$ cat config.mk
export PLATFORM = sky130hd
export DESIGN_NAME = inr_detector
export DESIGN_NICKNAME = d
export VERILOG_FILES = /design/src/inr_pkg.sv /design/src/inr_phase_if.sv /design/src/inr_detector.sv /design/src/inr_phase_det.sv /design/src/inr_irq.sv
export SDC_FILE = /design/constraint.sdc
export NUM_CORES = 1
export LEC_CHECK = 0
export BUFFER_PORTS_ARGS = -buffer_cell sky130_fd_sc_hd__clkbuf_2
export CORE_MARGIN = 1.5
export CORE_UTILIZATION = 40
export DETAILED_ROUTE_END_ITERATION = 7
export GPL_TIMING_DRIVEN = 0
export PLACE_DENSITY = 0.58
export SYNTH_ARGS = -nofsm -noshare
export SYNTH_HDL_FRONTEND = slang
export SYNTH_SLANG_ARGS = --single-unit
export TNS_END_PERCENT = 5
$ cat constraint.sdc
create_clock -name MCLK -period 7.1 [get_ports MCLK]
set_clock_uncertainty 0.2 [all_clocks]
set_input_delay 1.775 -clock MCLK [delete_from_list [all_inputs] [get_ports MCLK]]
set_output_delay 1.775 -clock MCLK [all_outputs]
set_load 0.01 [all_outputs]
$ cat src/inr_pkg.sv
package inr_pkg;
	// Magnitudes from the Fourier stage
	localparam int MAG_W = 16;
	localparam int NPH = 3;
	localparam int PROD_W = 24;
	typedef logic [MAG_W-1:0] inr_mag_t;
	typedef logic [NPH-1:0][MAG_W-1:0] inr_mag3_t;
	typedef logic [5:0] inr_ratio_t;
	typedef logic [6:0] inr_sens_t;
	typedef logic [1:0] inr_irq_t;

	// Magnitude code that stands for 100 % rated current
	localparam inr_mag_t RATED_MAG = 16'h0400;
	localparam logic [PROD_W-1:0] PCT_SCALE = 24'h00_0064;

	// Setting limits and reset values, whole percent
	localparam inr_ratio_t RATIO_MIN = 6'h05;
	localparam inr_ratio_t RATIO_MAX = 6'h32;
	localparam inr_ratio_t RATIO_RST = 6'h0F;
	localparam inr_sens_t SENS_MIN = 7'h14;
	localparam inr_sens_t SENS_MAX = 7'h64;
	localparam inr_sens_t SENS_RST = 7'h1E;

	// Register byte offsets
	localparam int ADR_W = 8;
	localparam logic [ADR_W-1:0] ADDR_CTRL = 8'h00;
	localparam logic [ADR_W-1:0] ADDR_RATIO = 8'h04;
	localparam logic [ADR_W-1:0] ADDR_SENS = 8'h08;
	localparam logic [ADR_W-1:0] ADDR_STATUS = 8'h0C;
	localparam logic [ADR_W-1:0] ADDR_IRQ_STAT = 8'h10;
	localparam logic [ADR_W-1:0] ADDR_IRQ_MASK = 8'h14;

	// Field positions
	localparam int CTRL_EN_BIT = 0;
	localparam int ST_ANY_BIT = 0;
	localparam int ST_PH_LSB = 1;
	localparam int ST_BLOCK_BIT = 4;
	localparam int ST_EN_BIT = 5;
	localparam int IRQ_ON_BIT = 0;
	localparam int IRQ_OFF_BIT = 1;
	localparam int IRQ_W = 2;
endpackage

$ cat src/inr_phase_if.sv
`timescale 1ns/10ps
`default_nettype none
interface inr_phase_if;
	import inr_pkg::*;
	inr_mag_t fund;
	inr_mag_t harm2;
	inr_ratio_t ratio;
	inr_sens_t sens;
	logic run;
	logic flag;
	modport src (output fund, output harm2, output ratio, output sens, output run, input flag);
	modport det (input fund, input harm2, input ratio, input sens, input run, output flag);
endinterface
`default_nettype wire

$ cat src/inr_detector.sv
// Notes on behaviour
// - A phase flags inrush when second harmonic over fundamental exceeds ratio setting.
// - Ratio setting takes 5 to 50 percent in whole steps, default 15.
// - A phase flag needs its fundamental above the sensitivity level.
// - Sensitivity takes 20 to 100 percent of rated, whole steps, default 30.
// - Each phase is judged alone from its own magnitudes.
// - The general flag is high while any phase flag is high.
// - While the block input is high all flags are held low.
// - Each change of the general flag gives an on or off event.
`timescale 1ns/10ps
`default_nettype none
module inr_detector
(
	input wire logic MCLK,
	input wire logic RESETN,
	input wire logic WB_CYC_I,
	input wire logic WB_STB_I,
	input wire logic WB_WE_I,
	input wire logic [inr_pkg::ADR_W-1:0] WB_ADR_I,
	input wire logic [3:0] WB_SEL_I,
	input wire logic [31:0] WB_DAT_I,
	output logic [31:0] WB_DAT_O,
	output logic WB_ACK_O,
	input wire inr_pkg::inr_mag3_t FUND_MAG,
	input wire inr_pkg::inr_mag3_t HARM2_MAG,
	input wire logic INRUSH_BLOCK_INPUT,
	output logic INRUSH_PHASE1_FLAG,
	output logic INRUSH_PHASE2_FLAG,
	output logic INRUSH_PHASE3_FLAG,
	output logic INRUSH_ANY_PHASE_FLAG,
	output logic EVENT_STB,
	output logic EVENT_VALUE,
	output logic IRQ
);
	import inr_pkg::*;

	////////////////////////////////////////////////////////////////////////////////
	// State

	typedef struct packed
	{
		logic en;
		inr_ratio_t ratio;
		inr_sens_t sens;
		logic ack;
		logic [31:0] rdat;
		logic any_flag;
		logic evt_stb;
		logic evt_val;
	} inr_top_s;

	inr_top_s st_r;
	inr_top_s st_nxt;

	logic [NPH-1:0] ph_flag;
	inr_irq_t irq_set;
	inr_irq_t irq_stat;
	inr_irq_t irq_mask;
	logic bus_req;
	logic wr_lo;
	logic clr_we;
	logic mask_we;
	logic any_nxt;
	logic [31:0] rd_word;

	////////////////////////////////////////////////////////////////////////////////
	// Per-phase detectors

	inr_phase_if ph_bus[NPH]();

	generate
		for (genvar g = 0; g < NPH; g++)
		begin : g_ph
			// Each phase sees only its own magnitudes
			assign ph_bus[g].fund = FUND_MAG[g];
			assign ph_bus[g].harm2 = HARM2_MAG[g];
			assign ph_bus[g].ratio = st_r.ratio;
			assign ph_bus[g].sens = st_r.sens;
			assign ph_bus[g].run = st_r.en && !INRUSH_BLOCK_INPUT;
			assign ph_flag[g] = ph_bus[g].flag;

			inr_phase_det u_det
			(
				.clk(MCLK),
				.rst_n(RESETN),
				.ph(ph_bus[g].det)
			);
		end
	endgenerate

	////////////////////////////////////////////////////////////////////////////////
	// Bus decode

	assign bus_req = WB_CYC_I && WB_STB_I && !st_r.ack;
	assign wr_lo = bus_req && WB_WE_I && WB_SEL_I[0];
	assign clr_we = wr_lo && (WB_ADR_I == ADDR_IRQ_STAT);
	assign mask_we = wr_lo && (WB_ADR_I == ADDR_IRQ_MASK);

	always_comb
	begin
		rd_word = '0;
		case (WB_ADR_I)
			ADDR_CTRL:
			begin
				rd_word[CTRL_EN_BIT] = st_r.en;
			end
			ADDR_RATIO:
			begin
				rd_word[$bits(inr_ratio_t)-1:0] = st_r.ratio;
			end
			ADDR_SENS:
			begin
				rd_word[$bits(inr_sens_t)-1:0] = st_r.sens;
			end
			ADDR_STATUS:
			begin
				rd_word[ST_ANY_BIT] = st_r.any_flag;
				rd_word[ST_PH_LSB+NPH-1:ST_PH_LSB] = ph_flag;
				rd_word[ST_BLOCK_BIT] = INRUSH_BLOCK_INPUT;
				rd_word[ST_EN_BIT] = st_r.en;
			end
			ADDR_IRQ_STAT:
			begin
				rd_word[IRQ_W-1:0] = irq_stat;
			end
			ADDR_IRQ_MASK:
			begin
				rd_word[IRQ_W-1:0] = irq_mask;
			end
			default:
			begin
				rd_word = '0;
			end
		endcase
	end

	////////////////////////////////////////////////////////////////////////////////
	// Next state

	assign any_nxt = |ph_flag;

	always_comb
	begin
		st_nxt = st_r;
		st_nxt.ack = bus_req;
		st_nxt.rdat = bus_req ? rd_word : st_r.rdat;
		if (wr_lo && (WB_ADR_I == ADDR_CTRL))
		begin
			st_nxt.en = WB_DAT_I[CTRL_EN_BIT];
		end
		// Out-of-range settings are ignored
		if (wr_lo && (WB_ADR_I == ADDR_RATIO)
			&& (WB_DAT_I[7:0] >= 8'(RATIO_MIN)) && (WB_DAT_I[7:0] <= 8'(RATIO_MAX)))
		begin
			st_nxt.ratio = WB_DAT_I[$bits(inr_ratio_t)-1:0];
		end
		if (wr_lo && (WB_ADR_I == ADDR_SENS)
			&& (WB_DAT_I[7:0] >= 8'(SENS_MIN)) && (WB_DAT_I[7:0] <= 8'(SENS_MAX)))
		begin
			st_nxt.sens = WB_DAT_I[$bits(inr_sens_t)-1:0];
		end
		st_nxt.any_flag = any_nxt;
		st_nxt.evt_stb = any_nxt != st_r.any_flag;
		st_nxt.evt_val = (any_nxt != st_r.any_flag) ? any_nxt : st_r.evt_val;
	end

	always_ff @(posedge MCLK or negedge RESETN)
	begin
		if (!RESETN)
		begin
			st_r <= '0;
			st_r.ratio <= RATIO_RST;
			st_r.sens <= SENS_RST;
		end
		else
		begin
			st_r <= st_nxt;
		end
	end

	////////////////////////////////////////////////////////////////////////////////
	// Interrupts

	always_comb
	begin
		irq_set = '0;
		irq_set[IRQ_ON_BIT] = st_r.evt_stb && st_r.evt_val;
		irq_set[IRQ_OFF_BIT] = st_r.evt_stb && !st_r.evt_val;
	end

	inr_irq u_irq
	(
		.clk(MCLK),
		.rst_n(RESETN),
		.set(irq_set),
		.clr_we(clr_we),
		.clr_data(WB_DAT_I[IRQ_W-1:0]),
		.mask_we(mask_we),
		.mask_data(WB_DAT_I[IRQ_W-1:0]),
		.stat(irq_stat),
		.mask(irq_mask),
		.irq(IRQ)
	);

	////////////////////////////////////////////////////////////////////////////////
	// Outputs

	assign WB_ACK_O = st_r.ack;
	assign WB_DAT_O = st_r.rdat;
	assign INRUSH_PHASE1_FLAG = ph_flag[0];
	assign INRUSH_PHASE2_FLAG = ph_flag[1];
	assign INRUSH_PHASE3_FLAG = ph_flag[2];
	assign INRUSH_ANY_PHASE_FLAG = st_r.any_flag;
	assign EVENT_STB = st_r.evt_stb;
	assign EVENT_VALUE = st_r.evt_val;
endmodule
`default_nettype wire

$ cat src/inr_phase_det.sv
`timescale 1ns/10ps
`default_nettype none
module inr_phase_det
(
	input wire logic clk,
	input wire logic rst_n,
	inr_phase_if.det ph
);
	import inr_pkg::*;

	typedef struct packed
	{
		logic flag;
	} inr_phase_s;

	inr_phase_s st_r;
	inr_phase_s st_nxt;
	logic [PROD_W-1:0] harm_scaled;
	logic [PROD_W-1:0] fund_scaled;
	logic [PROD_W-1:0] fund_pct;
	logic [PROD_W-1:0] sens_level;

	always_comb
	begin
		// Ratio test without division
		harm_scaled = PROD_W'(ph.harm2) * PCT_SCALE;
		fund_scaled = PROD_W'(ph.fund) * PROD_W'(ph.ratio);
		fund_pct = PROD_W'(ph.fund) * PCT_SCALE;
		sens_level = PROD_W'(RATED_MAG) * PROD_W'(ph.sens);
		st_nxt = st_r;
		st_nxt.flag = ph.run
			&& (fund_pct > sens_level)
			&& (harm_scaled > fund_scaled);
	end

	always_ff @(posedge clk or negedge rst_n)
	begin
		if (!rst_n)
		begin
			st_r <= '0;
		end
		else
		begin
			st_r <= st_nxt;
		end
	end

	assign ph.flag = st_r.flag;
endmodule
`default_nettype wire

$ cat src/inr_irq.sv
`timescale 1ns/10ps
`default_nettype none
module inr_irq
(
	input wire logic clk,
	input wire logic rst_n,
	input wire inr_pkg::inr_irq_t set,
	input wire logic clr_we,
	input wire inr_pkg::inr_irq_t clr_data,
	input wire logic mask_we,
	input wire inr_pkg::inr_irq_t mask_data,
	output inr_pkg::inr_irq_t stat,
	output inr_pkg::inr_irq_t mask,
	output logic irq
);
	import inr_pkg::*;

	typedef struct packed
	{
		inr_irq_t stat;
		inr_irq_t mask;
	} inr_irqst_s;

	inr_irqst_s st_r;
	inr_irqst_s st_nxt;

	always_comb
	begin
		st_nxt = st_r;
		// Set wins over a write-one clear in the same cycle
		if (clr_we)
		begin
			st_nxt.stat = st_r.stat & ~clr_data;
		end
		st_nxt.stat = st_nxt.stat | set;
		if (mask_we)
		begin
			st_nxt.mask = mask_data;
		end
	end

	always_ff @(posedge clk or negedge rst_n)
	begin
		if (!rst_n)
		begin
			st_r <= '0;
		end
		else
		begin
			st_r <= st_nxt;
		end
	end

	assign stat = st_r.stat;
	assign mask = st_r.mask;
	assign irq = |(st_r.stat & st_r.mask);
endmodule
`default_nettype wire

After elaboration in Yosys (flattened, before gate mapping)
Cells that the tools add are included.
{ "classes": {"n_mul": 9, "n_lt_le_gt_ge": 10, "n_eq_ne": 6, "muxes": 5, "bitwise": 4, "n_reduce_logical": 28} }
{ "op_table": {"columns": ["operator", "n"], "rows": [
  ["16-bit by 5-bit multiplier with 21-bit output, second input constant", 6],
  ["23-bit by 17-bit greater-than comparator with 1-bit output", 3],
  ["23-bit by 22-bit greater-than comparator with 1-bit output", 3],
  ["16-bit by 6-bit multiplier with 22-bit output", 3],
  ["1-bit logical AND", 22],
  ["8-bit by 4-bit equality test with 1-bit output, second input constant", 2],
  ["8-bit by 5-bit equality test with 1-bit output, second input constant", 2],
  ["4-bit case mux with 3 select lines", 1],
  ["8-bit by 3-bit equality test with 1-bit output, second input constant", 1],
  ["8-bit by 3-bit greater-or-equal comparator with 1-bit output, second input constant", 1],
  ["8-bit by 5-bit greater-or-equal comparator with 1-bit output, second input constant", 1],
  ["8-bit by 6-bit less-or-equal comparator with 1-bit output, second input constant", 1],
  ["8-bit by 7-bit less-or-equal comparator with 1-bit output, second input constant", 1],
  ["8-bit zero test", 1],
  ["1-bit case mux with 6 select lines", 1],
  ["1-bit case mux with 5 select lines", 1],
  ["2-bit bitwise AND", 2],
  ["1-bit zero test", 3],
  ["3-bit OR reduction", 1],
  ["2-bit two-way mux", 1],
  ["2-bit inverter", 1],
  ["2-bit bitwise OR", 1],
  ["2-bit OR reduction", 1],
  ["1-bit two-way mux", 1],
  ["1-bit != test", 1]
]} }
{ "word_totals": {"ff_bits": 32, "output_inout_bits": 40, "wordCells": 75} }

Depth between registers and ports, before layout
Gate-level depths: netlist (run 1).
{ "depth": {"ltp_word": 7, "depth_mapped": 25, "ltp_nobuf": 24} }

Modules after synthesis
A second synthesis (run 1) with hierarchy kept.
{ "hier_totals": {"hier_cells": 2673, "hier_area_um2": 22293.9} }
{ "by_module_without_submodules": {"columns": ["module", "instances", "cells_each", "area_each_um2", "seq_area_each_um2"], "rows": [
  ["inr_phase_det at g_ph[0].u_det", 1, 863, 7051.8, 25.0],
  ["inr_phase_det at g_ph[1].u_det", 1, 827, 6805.3, 25.0],
  ["inr_phase_det at g_ph[2].u_det", 1, 824, 6735.2, 25.0],
  ["inr_detector", 1, 148, 1540.2, 635.6],
  ["inr_irq", 1, 11, 161.4, 100.1]
]} }

Worst setup path after synthesis (run 1)
No wires, ideal clock.
{ "synth_timing": {"path_type": "input to register", "start": "input port FUND_MAG[37] (netlist bit)", "end": "register g_ph[2].u_det.st_r", "setup_time_ps": 138, "arrival_ps": 6436, "required_ps": 6762, "path_slack_ps": 326, "stages": 23, "cell_sequence": "and2_1 fa_1 fa_1 inv_1 fa_1 inv_1 ha_1 and3_1 and3_1 a21o_1 o41ai_2 o21bai_1 a21oi_1 xor2_1 ha_1 a21o_1 a21o_1 a21oi_1 o21ai_0 nor2_1 o221ai_1 a21oi_1 a311oi_1"} }
{ "synth_via": {"elab_chain_len": 4} }
{ "synth_rtl": {"columns": ["element", "line", "source"], "rows": [
  ["start: declaration", "inr_detector.sv:24", "input wire inr_pkg::inr_mag3_t FUND_MAG,"],
  ["16-bit by 5-bit multiplier with 21-bit output", "inr_phase_det.sv:28", "fund_pct = PROD_W'(ph.fund) * PCT_SCALE;"],
  ["23-bit by 17-bit greater-than comparator with 1-bit output", "inr_phase_det.sv:32", "&& (fund_pct > sens_level)"],
  ["1-bit logical AND", "inr_phase_det.sv:32", null],
  ["1-bit logical AND (*)", "inr_phase_det.sv:33", "&& (harm_scaled > fund_scaled);"],
  ["named net g_ph[2].u_det.st_nxt", "inr_phase_det.sv:17", "inr_phase_s st_nxt;"],
  ["end signal: assignment", "inr_phase_det.sv:44", "st_r <= st_nxt;"],
  ["end: declaration", "inr_phase_det.sv:16", "inr_phase_s st_r;"]
]} }
Mark *: on every way through the listed nets, which the timed path passes. The rest lies on a longest branch.
A chain may end at the register's enable or synchronous reset.

Final worst setup path (run 1)
Same ends and word-level chain as after synthesis.

==> qor.yml, run 1 <==
outcome: "finished, final reports clean"
grt_usage_pct: 19.50
drive_gt1_share_pct: 10.79
hp-class: "reg -> reg"
drt_iter0_markers: 818
power.density_nw_per_um2: 115.5
timing.rr.start: "ph_bus[0].ratio[0]$_DFFE_PN1P_"
maxSlewHeadroom_pct: 32.08
yosysWarnings: 0
via_per_inst: 5.106
vias: 18050
h-tree-depth: 2
reg2reg_slack_ps: 340
ys.flop_type: "dfrtp_1"
critPathMaxFanout: 9
core.rowCount: 85
core_area_um2: 54130
ant_nets: 0
dp.cells: 3513
die_h_um: 237.5
synth_top_area_cell: "ha_1"
worst-setup-path-type: "in -> reg"
clock.fmax_mhz: 144.6
slowest_stage: "fa_1"
synthCells: 2660
final_cells: 3535
die_area_um2: 56400
crit_required_ps: 7030
finalSetupViolCount: 0
avgSynthCellArea_um2: 8.268
slowest_delay_ps: 580
drc: 0
io_buffers: 133
synth-seq-cells: 32
dpl.hpwl_um: 46840
critPathBufInv: 4
hold_buffers: 0
layout_common_cells: "609 x inv_1, 472 x ha_1, 237 x fa_1"
clockBufferDepth: 2
hold_viol: 0
grt_pass1_wl_um: 90320
grt-ovfl-total: 0
p_leak_uw: 0.01335
tns_ps: 0
die_x_um: 237.5
clkTransAtPathRegs_ps: 60
ys_types: 74
crit_arrival_ps: 6850
worstMarginPinSlew_ps: 1019
antenna_found_initial: 4
gp_congestion: 0.8623
fill_cells: 5398
mostFrequentLayoutCell: "inv_1"
clk_latency_ps: 290
nets: 3706
synth.top_cell.area_share_pct: 27.76
crit_start: "FUND_MAG[37]"
critPathTopFamily: "adder cells"
cts_sinks: 32
area_growth_pct: 11.38
ys_top_cells_by_area: "ha_1 28%, fa_1 22%, inv_1 11%"
fin_util_pct: 45.25
netlist_area_um2: 21990
root_buffer: "clkbuf_16"
grt_pass1_vias: 18380
grt_max_degree: 33
yosysSeqAreaShare_pct: 3.686
post-route-period-util_pct: 97.41
min_from: "WB_DAT_O[1]$_DFFE_PN0P_"
start_util_pct: 40.63
irDropWorstVdd_mv: 0.07387
dr.pass1.iters: 5
routedWlPerCell_um: 15.51
async_flop_share_pct: 100.0
start_kind: "primary input"
drv_slew: 0
routed_wirelength_um: 54810
numCtsBuffers: 5
fin_crit_ps: 6916
ioPinCount: 186
rsz0062_at_grt: "true"
cts_tree: "built"
crit_path_end_kind: "register"
synth-edff-count: 0
drv_cap: 0
==> routing by layer <==
layer,GRT usage (%),share of wire [%]
met4,3.783,1.6
met1,26.76,47
met3,1.010,3.2
met2,34.03,48
met5,0,0
==> final timing paths <==
| kind | end | depth (start not counted) |
|---|---|---|
| worst max-delay path | g_ph[2].u_det.ph.flag$_DFF_PN0_ | 25 |
| worst min-delay path | WB_DAT_O[1]$_DFFE_PN0P_ | 2 |
| worst max register to register | g_ph[0].u_det.ph.flag$_DFF_PN0_ | 24 |
| worst min register to register | WB_DAT_O[1]$_DFFE_PN0P_ | 2 |
| max in group asynchronous | st_r[49]$_DFFE_PN0P_ | 1 |
| min in group asynchronous | WB_ACK_O$_DFF_PN0_ | 1 |
==> cell usage after synthesis, drive strengths merged (19+ instances only) <==
master  count
fa        237
nand2     103
a21o       48
inv       617
xnor2      74
a21oi     124
dfrtp      24
a211oi     25
and3       29
nor3       37
o21bai     23
a31oi      21
buf        33
and2      260
o21ai      87
o21a       21
ha        488
nand4      19
nor2      102
nand3      30
clkbuf     33
xor2       49
==> sequential cells by signal, indices dropped and copies added, names as in the netlist <==
signal,cells
u_irq.stat,2
u_irq.mask,2
st_r,1
WB_DAT_O,7
g_ph.u_det.ph.flag,3
ph_bus.sens,7
INRUSH_ANY_PHASE_FLAG,1
EVENT_VALUE,1
ph_bus.ratio,6
EVENT_STB,1
WB_ACK_O,1
==> timing repair <==
item / CTS / global route
pin swaps: 24 / 68
endpoints found under the setup margin: 3 / 3
resized for setup: 50 / 113
gates cloned: 0 / 1
setup buffers: 3 / 7
==> stage by stage <==
stage	area (um2)	power, uW	setup slack, ps	hold slack (ps)
finish	24500	2830	184.1	283.2
global route	24500	3192	-73.34	341.8
CTS	24050	2801	3.182	288.8
detailed placement	23620	2485	-720.9	266.9
global placement	23620	2413	-683.7	272.9
floorplan	22080	1950	326.4	240.0
==> cells by family after synthesis <==
family / count (synthesis) / synth area share (%)
compound gates: 421 / 12.42
xor+xnor: 123 / 4.898
fa+ha+maj: 726 / 49.38
buf+inv: 683 / 12.24
flops: 32 / 3.686
mux: 22 / 1.240
other cells: 1 / 0.01705
simple gates: 652 / 16.12
==> report_power, final <==
part / switching, uW / internal (uW) / leakage, uW
clock network: 90.7 / 165 / 0.0000798
logic: 1320 / 1060 / 0.0129
registers: 5.59 / 190 / 0.000391
==> tightest hold or removal path, stage by stage, from the launching register on <==
cell and delay [ps]:
dfrtp_1 340, nand2_1 50, o21ai_0 60
==> area by class of cell <==
class | count | area (um2) | share of cell area, %
clock inverters | 3 | 42.54 | 0.1737
diodes | 3 | 7.507 | 0.03065
inverters | 617 | 2316 | 9.454
multi-input cells | 1969 | 19080 | 77.88
clock buffers | 5 | 125.1 | 0.5108
flip-flops and latches | 32 | 810.8 | 3.310
well taps | 696 | 870.8 | 3.555
plain buffers | 66 | 379.1 | 1.548
repair buffers | 144 | 867.1 | 3.540
No activity file was read; power rests on OpenSTA's default activity.
==> run 2, diff against run 1 <==
Settings changed: PLACE_DENSITY 0.58 to 0.6.
Clock period 7.1 ns to 5.79 ns, I/O delays scaled along.
==> qor.yml, run 2 (synthesis results as in run 1) <==
outcome: "complete, but fails checks"  # was finished, final reports clean
violations: "setup timing"
p_int_uw: 1699  # was 1414 uW
post-route-period-util_pct: 114.3
drv_slew: 0  # unchanged
via_per_inst: 5.063  # was 5.106
grt-ovfl-total: 0  # unchanged
antenna_found_initial: 1  # was 4
fin_util_pct: 45.26  # was 45.25%
start_kind: "primary input"  # unchanged
grt_pass1_wl_um: 90670  # was 90,320 um
drv_cap: 0  # unchanged
hold_buffers: 0  # unchanged
rsz0062_at_grt: "true"  # unchanged
dr.pass1.iters: 5  # unchanged
grt_pass1_vias: 18760  # was 18,380
die_x_um: 237.5  # unchanged
timing.rr.start: "ph_bus[0].ratio[1]$_DFFE_PN1P_"  # was ph_bus[0].ratio[0]$_DFFE_PN1P_
power_frac_seq_pct: 7.1  # was 6.9%
critPathMaxFanout: 9  # unchanged
fin_total_pwr_uw: 3444  # was 2830 uW
ant_nets: 0  # unchanged
maxSlewHeadroom_pct: 34.45  # was 32.08%
io_buffers: 133  # unchanged
critPathBufInv: 3  # was 4
reg2reg_depth: 23  # was 24
r2r_end: "g_ph[0].u_det.ph.flag$_DFF_PN0_"  # unchanged
drive_gt1_share_pct: 11.17  # was 10.79%
routed_wirelength_um: 54240  # was 54,810 um
switching_power_uw: 1745  # was 1417 uW
gp_congestion: 0.9167  # was 0.8623
slowest_stage: "fa_1"  # unchanged
root_buffer: "clkbuf_16"  # unchanged
numCtsBuffers: 5  # unchanged
finalSetupViolCount: 3  # was 0
vias: 17910  # was 18,050
cts_tree: "built"  # unchanged
critPathTopFamily: "compound AO/OA/AOI/OAI gates"  # was adder cells
reg2reg_slack_ps: -690  # was 340 ps
crit_path_end_kind: "register"  # unchanged
power.density_nw_per_um2: 140.5  # was 115.5 nW/um2
h-tree-depth: 2  # unchanged
swShare_pct: 50.66  # was 50.05%
p_leak_uw: 0.01333  # was 0.01335 uW
layout_common_cells: "610 x inv_1, 472 x ha_1, 236 x fa_1"  # was 609 x inv_1, 472 x ha_1, 237 x fa_1
start_util_pct: 40.63  # unchanged
drt_iter0_markers: 714  # was 818
core_area_um2: 54130  # unchanged
final_cells: 3537  # was 3,535
tns_ps: -2197  # was 0 ps
hp-class: "reg -> reg"  # unchanged
cp.depth: 24  # was 25
clk_latency_ps: 300  # was 290 ps
setup_ws_ps: -829.4  # was 184.1 ps
crit_arrival_ps: 6560  # was 6850 ps
slowest_delay_ps: 540  # was 580 ps
crit_start: "FUND_MAG[34]"  # was FUND_MAG[37]
grt_usage_pct: 19.59  # was 19.50%
clkTransAtPathRegs_ps: 60  # about the same
clockBufferDepth: 2  # unchanged
dpl.hpwl_um: 47600  # was 46,840 um
holdWs_ps: 337.2  # was 283.2 ps
irDropWorstVdd_mv: 0.1228  # was 0.07387 mV
ioPinCount: 186  # unchanged
cts_sinks: 32  # unchanged
hold_viol: 0  # unchanged
area_growth_pct: 11.41  # was 11.38%
worst-setup-path-type: "in -> reg"  # unchanged
mostFrequentLayoutCell: "inv_1"  # unchanged
grt_max_degree: 33  # unchanged
nets: 3709  # was 3,706
core.rowCount: 85  # unchanged
fill_cells: 5373  # was 5,398
drc: 0  # unchanged
worstMarginPinSlew_ps: 983.3  # was 1019 ps
die_area_um2: 56400  # unchanged
fin_crit_ps: 6619
power_frac_clock_pct: 8.1  # was 9.0%
endpoint: "g_ph[2].u_det.ph.flag$_DFF_PN0_"  # unchanged
routedWlPerCell_um: 15.33  # was 15.51 um
power_frac_comb_pct: 84.8  # was 84.1%
clock.fmax_mhz: 151.1
crit_required_ps: 5730  # was 7030 ps
crit_chain: "clkbuf_4 > and2_1 > fa_1 > ha_1 > inv_1 > fa_1 > inv_1 > ha_1 > a211oi_2 > o21bai_1 > a21o_1 > o41ai_4 > o211a_1 > o21bai_1 > a21oi_2 > xor2_1 > ha_1 > a21o_1 > a21oi_2 > o21ai_2 > nor2_1 > o221ai_2 > a21oi_2 > a311oi_2"
dp.cells: 3513  # unchanged
die_h_um: 237.5  # unchanged
run 2: worst min-delay path by stage:
stage	slack (ps)	to	startpoint	cells past startpoint
global placement	320	u_irq.stat[1]$_DFF_PN0_	EVENT_VALUE$_DFFE_PN0P_	1
floorplan	240	WB_DAT_O[6]$_DFFE_PN0P_	WB_DAT_O[6]$_DFFE_PN0P_	2
CTS	330	u_irq.stat[1]$_DFF_PN0_	EVENT_VALUE$_DFFE_PN0P_	1
detailed placement	320	u_irq.stat[1]$_DFF_PN0_	EVENT_VALUE$_DFFE_PN0P_	1
global route	360	u_irq.stat[1]$_DFF_PN0_	EVENT_VALUE$_DFFE_PN0P_	1
finish	340	u_irq.stat[1]$_DFF_PN0_	EVENT_VALUE$_DFFE_PN0P_	1
run 2: stage by stage:
stage                     instance area, um2  setup slack [ps]
after floorplan                        22270            -460.6
after global placement                 23810             -1517
after detailed placement               23810             -1570
after CTS                              24260            -793.3
after global routing                   24500             -1052
final                                  24500            -829.4
run 2: routing by layer:
layer / global-route usage [%] / share of wire (%) / vias up
li1: - / - / 8958
met1: 24.34 / 44 / 8567
met2: 34.69 / 48 / 324
met3: 3.786 / 5.5 / 57
met4: 4.806 / 2.5 / 2
met5: 0 / 0.018 / -
run 2: cell type report:
class,instances,area (um2),share of cell area [%]
multi-input combinational,1969,19060,77.80
inverter,617,2316,9.452
tap,696,870.8,3.554
antenna,2,5.005,0.02043
clock inverter,3,23.77,0.09702
buffer,65,377.9,1.542
sequential,32,810.8,3.309
clock buffer,5,125.1,0.5106
timing repair buffer,148,909.6,3.712
run 2: power groups by stage:
stage	registers [uW]	logic [uW]	clock network (uW)
finish	245	2920	278
global route	245	3360	287
CTS	245	2910	277
detailed placement	249	2830	0
global placement	249	2720	0
floorplan	243	2160	0
run 2: repair_timing:
item	in CTS	in global routing
resized for setup	67	72
endpoints found under the setup margin	3	3
buffers inserted	7	8
cloned	0	0
pin swaps	34	62
hold endpoints to repair	0	0
